`src/logic/rbm_pkg.sv`:
```
// package of constants and types for the reset and boot mode selector
package rbm_pkg;
	// reset input qualification length in cpu clocks
	localparam int RST_QUAL_CYCLES = 8;
	// reset-out stretch after the last reset source goes away, in cpu clocks
	localparam int RST_OUT_CYCLES = 1024;
	localparam int RST_OUT_W = 11;
	// clock mode pin encodings
	localparam logic [1:0] MODE_NOPLL_PIN = 2'h0;
	localparam logic [1:0] MODE_NOPLL_CRYSTAL_PIN = 2'h1;
	localparam logic [1:0] MODE_PLL_PIN = 2'h2;
	localparam logic [1:0] MODE_PLL_CRYSTAL_PIN = 2'h3;
	// clock source selection codes
	typedef enum logic [1:0] {
		RBM_SRC_EXT = 2'h0,
		RBM_SRC_OSC = 2'h1,
		RBM_SRC_CRYSTAL_PIN = 2'h2
	} rbm_src_t;
	// sequencer states
	typedef enum logic [1:0] {
		RBM_ST_RESET = 2'h0,
		RBM_ST_STRETCH = 2'h1,
		RBM_ST_RUN = 2'h2
	} rbm_state_t;
endpackage : rbm_pkg

```
`src/logic/rbm_reset_boot.sv`:
```
// reset qualification, reset-out stretching and boot clock mode selection
//
// Summary of operation
// reset input held low eight cpu clocks resets cpu and peripherals at once.
// reset-out stays low 1024 cpu clocks after every reset source goes away.
// mode 00 disables pll; crystal pin 0 external clock, 1 on-chip oscillator.
// mode 01 disables pll and runs from the crystal, crystal pin ignored.
// mode 10 runs pll; reference external clock or on-chip oscillator by crystal pin.
// mode 11 runs pll from the crystal, crystal pin ignored.
// config pin low with test pin low at reset exit enters flash programming.
// in flash programming mode the serial programming port owns the flash.
// clock-out follows the selected internal system clock.
// straps are sampled at reset exit and held until the next reset.
`timescale 1ns/1ps
module rbm_reset_boot (
	// clock and reset
	input wire logic clk,
	input wire logic srst,
	// board reset and other reset sources
	input wire logic reset_in_n,
	input wire logic other_reset,
	// straps
	input wire logic [1:0] clock_mode_sel,
	input wire logic crystal_pin,
	input wire logic reset_config_n,
	input wire logic test_pin,
	// internal system clock selected by the clock generator
	input wire logic sys_clock_sel,
	// resets
	output logic core_reset,
	output logic reset_out_n,
	// clock selection
	output logic pll_enable,
	output rbm_pkg::rbm_src_t clock_source,
	output logic system_clock_out,
	// flash programming
	output logic flash_prog_mode,
	output logic flash_port_grant
);
	localparam logic [3:0] QUAL_MAX = 4'(rbm_pkg::RST_QUAL_CYCLES - 1);
	localparam logic [rbm_pkg::RST_OUT_W-1:0] OUT_MAX =
		rbm_pkg::RST_OUT_W'(rbm_pkg::RST_OUT_CYCLES - 1);

	logic [3:0] qual_cnt;
	logic [3:0] next_qual_cnt;
	logic qual_reset;
	logic next_core_reset;
	logic next_reset_out_n;
	logic next_pll_enable;
	rbm_pkg::rbm_src_t next_clock_source;
	logic next_flash_prog_mode;
	logic next_flash_port_grant;
	logic next_system_clock_out;
	rbm_pkg::rbm_state_t state;
	rbm_pkg::rbm_state_t next_state;
	logic any_reset;
	logic [rbm_pkg::RST_OUT_W-1:0] stretch_cnt;

	// low-input qualifier; glitches shorter than eight clocks are filtered out
	always_comb begin
		next_qual_cnt = '0;
		if (!reset_in_n) begin
			next_qual_cnt = (qual_cnt == QUAL_MAX) ? qual_cnt : qual_cnt + 4'h1;
		end
	end
	assign qual_reset = !reset_in_n && (qual_cnt == QUAL_MAX);
	assign any_reset = qual_reset || other_reset || srst;

	always_ff @(posedge clk) begin
		if (srst) begin
			qual_cnt <= 4'h0;
		end else begin
			qual_cnt <= next_qual_cnt;
		end
	end

	// stretch counter runs only after every source has gone away
	rbm_counter #(
		.W(rbm_pkg::RST_OUT_W)
	) u_stretch (
		.clk(clk),
		.clear(any_reset || (state != rbm_pkg::RBM_ST_STRETCH)),
		.enable(state == rbm_pkg::RBM_ST_STRETCH),
		.count(stretch_cnt)
	);

	// sequencer and strap decode
	always_comb begin
		next_state = state;
		next_core_reset = core_reset;
		next_reset_out_n = reset_out_n;
		next_pll_enable = pll_enable;
		next_clock_source = clock_source;
		next_flash_prog_mode = flash_prog_mode;
		case (state)
			rbm_pkg::RBM_ST_RESET: begin
				next_core_reset = 1'b1;
				next_reset_out_n = 1'b0;
				if (!any_reset) begin
					// straps sampled as the core leaves reset
					next_state = rbm_pkg::RBM_ST_STRETCH;
					next_core_reset = 1'b0;
					case (clock_mode_sel)
						rbm_pkg::MODE_NOPLL_PIN: begin
							next_pll_enable = 1'b0;
							next_clock_source = crystal_pin ? rbm_pkg::RBM_SRC_OSC :
								rbm_pkg::RBM_SRC_EXT;
						end
						rbm_pkg::MODE_NOPLL_CRYSTAL_PIN: begin
							next_pll_enable = 1'b0;
							next_clock_source = rbm_pkg::RBM_SRC_CRYSTAL_PIN;
						end
						rbm_pkg::MODE_PLL_PIN: begin
							next_pll_enable = 1'b1;
							next_clock_source = crystal_pin ? rbm_pkg::RBM_SRC_OSC :
								rbm_pkg::RBM_SRC_EXT;
						end
						default: begin
							next_pll_enable = 1'b1;
							next_clock_source = rbm_pkg::RBM_SRC_CRYSTAL_PIN;
						end
					endcase
					next_flash_prog_mode = !reset_config_n && !test_pin;
				end
			end
			rbm_pkg::RBM_ST_STRETCH: begin
				if (stretch_cnt == OUT_MAX) begin
					next_state = rbm_pkg::RBM_ST_RUN;
					next_reset_out_n = 1'b1;
				end
			end
			default: begin
				next_reset_out_n = 1'b1;
			end
		endcase
		// any source returns to reset at once, from any state
		if (any_reset) begin
			next_state = rbm_pkg::RBM_ST_RESET;
			next_core_reset = 1'b1;
			next_reset_out_n = 1'b0;
		end
		// port grant only while the core is out of reset
		next_flash_port_grant = next_flash_prog_mode && !next_core_reset;
		next_system_clock_out = sys_clock_sel;
	end

	// selections stay put until the next reset
	always_ff @(posedge clk) begin
		if (srst) begin
			state <= rbm_pkg::RBM_ST_RESET;
			core_reset <= 1'b1;
			reset_out_n <= 1'b0;
			pll_enable <= 1'b0;
			clock_source <= rbm_pkg::RBM_SRC_EXT;
			flash_prog_mode <= 1'b0;
			flash_port_grant <= 1'b0;
			system_clock_out <= 1'b0;
		end else begin
			state <= next_state;
			core_reset <= next_core_reset;
			reset_out_n <= next_reset_out_n;
			pll_enable <= next_pll_enable;
			clock_source <= next_clock_source;
			flash_prog_mode <= next_flash_prog_mode;
			flash_port_grant <= next_flash_port_grant;
			system_clock_out <= next_system_clock_out;
		end
	end

	// assertions
	property p_qual_reset;
		@(posedge clk) disable iff (srst)
		(!reset_in_n) [*8] |=> core_reset;
	endproperty
	a_qual_reset: assert property (p_qual_reset) else $error("reset not taken");

	property p_short_glitch;
		@(posedge clk) disable iff (srst)
		$rose(reset_in_n) && !other_reset && $past(qual_cnt) < QUAL_MAX
			&& state == rbm_pkg::RBM_ST_RUN |-> !core_reset;
	endproperty
	a_short_glitch: assert property (p_short_glitch) else $error("glitch reset core");

	property p_out_low;
		@(posedge clk) disable iff (srst || any_reset)
		$fell(core_reset) |-> !reset_out_n [*8];
	endproperty
	a_out_low: assert property (p_out_low) else $error("reset-out early");

	property p_out_release;
		@(posedge clk) disable iff (srst)
		$rose(reset_out_n) |-> $past(stretch_cnt) == OUT_MAX;
	endproperty
	a_out_release: assert property (p_out_release) else $error("reset-out length");

	property p_mode00;
		@(posedge clk) disable iff (srst)
		state == rbm_pkg::RBM_ST_RESET && !any_reset && clock_mode_sel == 2'h0
			|=> !pll_enable && clock_source == ($past(crystal_pin) ?
			rbm_pkg::RBM_SRC_OSC : rbm_pkg::RBM_SRC_EXT);
	endproperty
	a_mode00: assert property (p_mode00) else $error("mode 00 decode");

	property p_mode01;
		@(posedge clk) disable iff (srst)
		state == rbm_pkg::RBM_ST_RESET && !any_reset && clock_mode_sel == 2'h1
			|=> !pll_enable && clock_source == rbm_pkg::RBM_SRC_CRYSTAL_PIN;
	endproperty
	a_mode01: assert property (p_mode01) else $error("mode 01 decode");

	property p_mode10;
		@(posedge clk) disable iff (srst)
		state == rbm_pkg::RBM_ST_RESET && !any_reset && clock_mode_sel == 2'h2
			|=> pll_enable && clock_source == ($past(crystal_pin) ?
			rbm_pkg::RBM_SRC_OSC : rbm_pkg::RBM_SRC_EXT);
	endproperty
	a_mode10: assert property (p_mode10) else $error("mode 10 decode");

	property p_mode11;
		@(posedge clk) disable iff (srst)
		state == rbm_pkg::RBM_ST_RESET && !any_reset && clock_mode_sel == 2'h3
			|=> pll_enable && clock_source == rbm_pkg::RBM_SRC_CRYSTAL_PIN;
	endproperty
	a_mode11: assert property (p_mode11) else $error("mode 11 decode");

	property p_prog_entry;
		@(posedge clk) disable iff (srst)
		state == rbm_pkg::RBM_ST_RESET && !any_reset
			|=> flash_prog_mode == (!$past(reset_config_n) && !$past(test_pin));
	endproperty
	a_prog_entry: assert property (p_prog_entry) else $error("prog mode entry");

	property p_grant;
		@(posedge clk) disable iff (srst)
		flash_port_grant |-> flash_prog_mode && !core_reset;
	endproperty
	a_grant: assert property (p_grant) else $error("grant outside mode");

	property p_system_clock_out;
		@(posedge clk) disable iff (srst)
		// the edge that releases srst still loads the reset value, so skip it
		!srst |=> system_clock_out == $past(sys_clock_sel);
	endproperty
	a_system_clock_out: assert property (p_system_clock_out) else $error("clock-out mismatch");

	property p_hold;
		@(posedge clk) disable iff (srst)
		state != rbm_pkg::RBM_ST_RESET && !any_reset
			|=> $stable(pll_enable) && $stable(clock_source) && $stable(flash_prog_mode);
	endproperty
	a_hold: assert property (p_hold) else $error("selection changed");

	c_run: cover property (@(posedge clk) disable iff (srst) $rose(reset_out_n));
	c_prog: cover property (@(posedge clk) disable iff (srst) $rose(flash_port_grant));
	c_pll: cover property (@(posedge clk) disable iff (srst) $rose(pll_enable));
	c_rerst: cover property (@(posedge clk) disable iff (srst)
		state == rbm_pkg::RBM_ST_RUN ##1 core_reset);
endmodule : rbm_reset_boot

```
`src/logic/rbm_counter.sv`:
```
// saturating cycle counter with synchronous clear
`timescale 1ns/1ps
module rbm_counter #(
	parameter int W = 11
) (
	// clock and control
	input wire logic clk,
	input wire logic clear,
	input wire logic enable,
	// count value
	output logic [W-1:0] count
);
	logic [W-1:0] next_count;

	// stops at all ones so a long hold never wraps back to a short count
	always_comb begin
		next_count = count;
		if (clear) begin
			next_count = '0;
		end else if (enable && (count != {W{1'b1}})) begin
			next_count = count + 1'b1;
		end
	end

	always_ff @(posedge clk) begin
		count <= next_count;
	end
endmodule : rbm_counter

```
`config.mk`:
```
export PLATFORM = sky130hd
export DESIGN_NAME = rbm_reset_boot
export DESIGN_NICKNAME = d
export VERILOG_FILES = /design/src/logic/rbm_pkg.sv /design/src/logic/rbm_reset_boot.sv /design/src/logic/rbm_counter.sv
export SDC_FILE = /design/constraint.sdc
export NUM_CORES = 1
export LEC_CHECK = 0
export BUFFER_PORTS_ARGS = -buffer_cell sky130_fd_sc_hd__buf_2
export CAP_MARGIN = 10
export CORE_MARGIN = 2
export CORE_UTILIZATION = 30
export CTS_CLUSTER_SIZE = 10
export DETAILED_ROUTE_END_ITERATION = 10
export GPL_TIMING_DRIVEN = 0
export PLACE_DENSITY = 0.57
export RECOVER_POWER = 100
export SYNTH_ARGS = -nofsm -noshare
export SYNTH_HDL_FRONTEND = slang
export SYNTH_HIERARCHICAL = 1
export SYNTH_SLANG_ARGS = --single-unit
```
`constraint.sdc`:
```
create_clock -name clk -period 3.1 [get_ports clk]
set_input_delay 0.31 -clock clk [delete_from_list [all_inputs] [get_ports clk]]
set_output_delay 0.31 -clock clk [all_outputs]
set_load 0.005 [all_outputs]
```
==> results.toml <==
[status]
outcome = "finished, final reports clean"

[floorplanning]
die_w_microns = 67.5
die-area_sq_mm = 0.00456
boundaryPins = 18
dieHeight_microns = 67.5
core-area_sq_mm = 0.00394
rows = 23
start_util_pct = 30.7

[timing]
rsz0062_at_grt = "false"
worst_hold_slack_ns = 0.237
slew_violations = 0
setup_viol = 0
finalHoldViolCount = 0
final.min_clock_period_ns = 1.81
fin_crit_sh_pct = 58.3
fin_tns_setup_ns = 0
clock.fmax_mhz = 553
fin_worst_skew_ns = 0.00738
worst_pin_slew_ns = 0.602
max_slew_margin_pct = 59.9

[detailed_routing]
dr.pass1.iters = 4
vias_per_cell = 4.94
vias = 919
wl_per_cell_microns = 12.1
wirelength_microns = 2250
drtIter0Drc = 29
route.antenna.remaining_nets = 0
route.detailed.drc = 0

[hold_path]
hold_path_class = "in2reg"
hold_path.startpoint = "clock_mode_sel[1]"

[critical_path]
endpoint_kind = "flop"
startpoint = "state[0]$_SDFFE_PP0P_"
crit_fanout = 7
path_class = "reg2reg"
cp_slowest_cell = "dfxtp_1"
crit_buf_inv = 1
critPathArrivalTime_ns = 2.00
reg2reg_from = "state[0]$_SDFFE_PP0P_"
crit_required_ns = 3.29
path_cells = "inv_1 > nor2_1 > and4_1 > and3_1 > a21oi_1 > a311oi_1"
cpLargestDelayFamily = "simple AND/OR/NAND/NOR gates"
cp-start-kind = "flop"
max_stage_delay_ns = 0.38

[clocking]
cts_sinks = 25
cts_tree = "done"
clkLatencyLatePin_ns = 0.27
post_cts_resize_count = 0
clock_path_buffers = 2
cts_buffers = 3
clock-root-buffer = "clkbuf_8"
hold_buffers = 0
cts.htree.levels = 1
cts.clk_slew.worst_paths_ns = 0.09
cts_setup_buffers = 0

[pwr]
irDropWorstVdd_uv = 202
power.switching_w = 0.000130
p_leak_nw = 0.541
switching_share_pct = 23.0
p_per_area_mw_per_mm2 = 420
clkPwrFrac_pct = 35.0
pwr-share-seq_pct = 58.5
internal_power_w = 0.000437
combPwrFrac_pct = 6.4

[final_layout]
drive_above_1_share_pct = 16.9
n_antenna_cell = 0
layout-area-overhead-vs-synth_pct = 11.5
finalNetCount = 149

[synthesis]
ys_seq_area_share_pct = 41.3
synth_area_leaders = "dfxtp_1, mux2i_1, nor2_1"
ys_types = 45
synth_area_leader_cell = "dfxtp_1"
syn-cell-area_sq_mm = 0.00121
netlist_instances = 116
synth_compound_gate_area_share_pct = 12.5
yosysWarnings = 6
synthesis.nets = 128
synth_simple_gate_area_share_pct = 30.7
synth_top_family_by_area = "simple AND/OR/NAND/NOR gates"
synth_largest_type_area_fraction_pct = 41.3
synth-edff-count = 0
ys.flop_type = "dfxtp_1"
postSynth.asyncResetShare_pct = 0
synth-xor-area-share_pct = 4.34
ys_ff_latch = 25
synthAdderAreaFrac_pct = 2.07
syn-mean-instance-area_sq_um = 10.4
synthMuxAreaShare_pct = 7.85

[global_routing]
grt_pass1_vias = 890
antenna_found_initial = 0
grt_max_degree = 16
grt_usage_pct = 11.1
grt_pass1_wl_microns = 3820
grt_overflow = 0

[placed_design]
place_congestion = 0.837
port_buffers = 16
hpwlAfterDp_microns = 1640

[run]
maxCapViolCount = 0
[per-stage QoR]
| stage | setup WS, ns | power, W | util, % | instance area, sq um | cells |
|---|---|---|---|---|---|
| 2_1_floorplan | 1.59 | 0.000366 | - | 1210 | 116 |
| 3_3_place_gp | 1.37 | 0.000380 | 34.3 | 1350 | 182 |
| 3_5_place_dp | 1.32 | 0.000382 | 34.3 | 1350 | 182 |
| 4_1_cts | 1.31 | 0.000585 | 35.6 | 1400 | 186 |
| 5_1_grt | 1.16 | 0.000594 | 34.2 | 1350 | 186 |
| 6_report | 1.29 | 0.000567 | 34.2 | 1350 | 186 |
[cells in the final DEF, fill, tap and decap left out, types with 3 or more instances in the layout]
| master | synthesis | routed |
|---|---|---|
| clkbuf_8 | 0 | 3 |
| nand3_1 | 2 | 3 |
| mux2i_1 | 5 | 5 |
| buf_2 | 0 | 10 |
| nor2b_1 | 6 | 6 |
| xor2_1 | 5 | 5 |
| nor3_1 | 5 | 5 |
| nor2_1 | 13 | 13 |
| nand2_1 | 3 | 3 |
| and4_1 | 3 | 3 |
| clkbuf_1 | 1 | 8 |
| dfxtp_1 | 25 | 25 |
| mux2_1 | 0 | 3 |
[registers in the layout (all words and copies together), names as in the netlist]
register / flops
clock_source: 2
core_reset: 1
flash_port_grant: 1
flash_prog_mode: 1
pll_enable: 1
qual_cnt: 4
reset_out_n: 1
state: 2
system_clock_out: 1
u_stretch/count: 11
[cell families (layout without fill, tap and decap cells)]
group,after synthesis,after routing
muxes,8,8
DFF,25,25
AOI/OAI and AO/OA,19,19
and+or+nand+nor,53,53
xor gates and xnor gates,6,6
buffers and inverters,3,23
adders and majority gates,2,2
[final timing paths]
path | slack (ns) | cells after the start | endpoint
hold reg to reg | 0.48 | 2 | clock_source[0]$_SDFFE_PP0P_
setup / recovery | 1.29 | 6 | u_stretch/count[8]$_SDFFE_PP0P_
setup reg to reg | 1.29 | 6 | u_stretch/count[8]$_SDFFE_PP0P_
hold / removal | 0.24 | 2 | pll_enable$_SDFFE_PP0P_
[cells in the mapped netlist (2+ instances only)]
| cell type | count |
|---|---|
| xor2_1 | 5 |
| a21oi_1 | 2 |
| o21ai_0 | 2 |
| and2_2 | 2 |
| dfxtp_1 | 25 |
| o311ai_1 | 2 |
| nand3_1 | 2 |
| nor3_1 | 5 |
| nor2b_1 | 6 |
| and4_1 | 3 |
| mux2_4 | 3 |
| nand4b_1 | 2 |
| nand2_1 | 3 |
| ha_1 | 2 |
| o311a_1 | 2 |
| mux2i_1 | 5 |
| nand2b_1 | 2 |
| and2_1 | 2 |
| nor2_1 | 13 |
| a211oi_1 | 2 |
| nand3_4 | 2 |
[per-layer routing]
metal | up-vias | share of wire, % | track usage (%)
met4 | 0 | 1.4 | 3.83
met3 | 4 | 5.8 | 4.17
li1 | 467 | - | -
met1 | 431 | 47 | 13.1
met2 | 17 | 46 | 18.5
met5 | - | 0 | 0
[power groups by stage]
stage | clock network (W) | logic (W) | registers, W
6_report | 0.000199 | 0.0000365 | 0.000332
5_1_grt | 0.000220 | 0.0000408 | 0.000333
4_1_cts | 0.000210 | 0.0000429 | 0.000332
3_3_place_gp | 0 | 0.0000412 | 0.000339
2_1_floorplan | 0 | 0.0000264 | 0.000340
3_5_place_dp | 0 | 0.0000427 | 0.000339
[cell type report]
class	instances	area, sq um
plain buffers	2	7.51
clock buffers	3	41.3
clock inverters	1	7.51
fillers	425	2590
inverters	1	3.75
multi-input cells	88	654
flip-flops and latches	25	500
well taps	50	62.6
repair buffers	16	72.6
No activity file was read; power rests on OpenSTA's default activity.
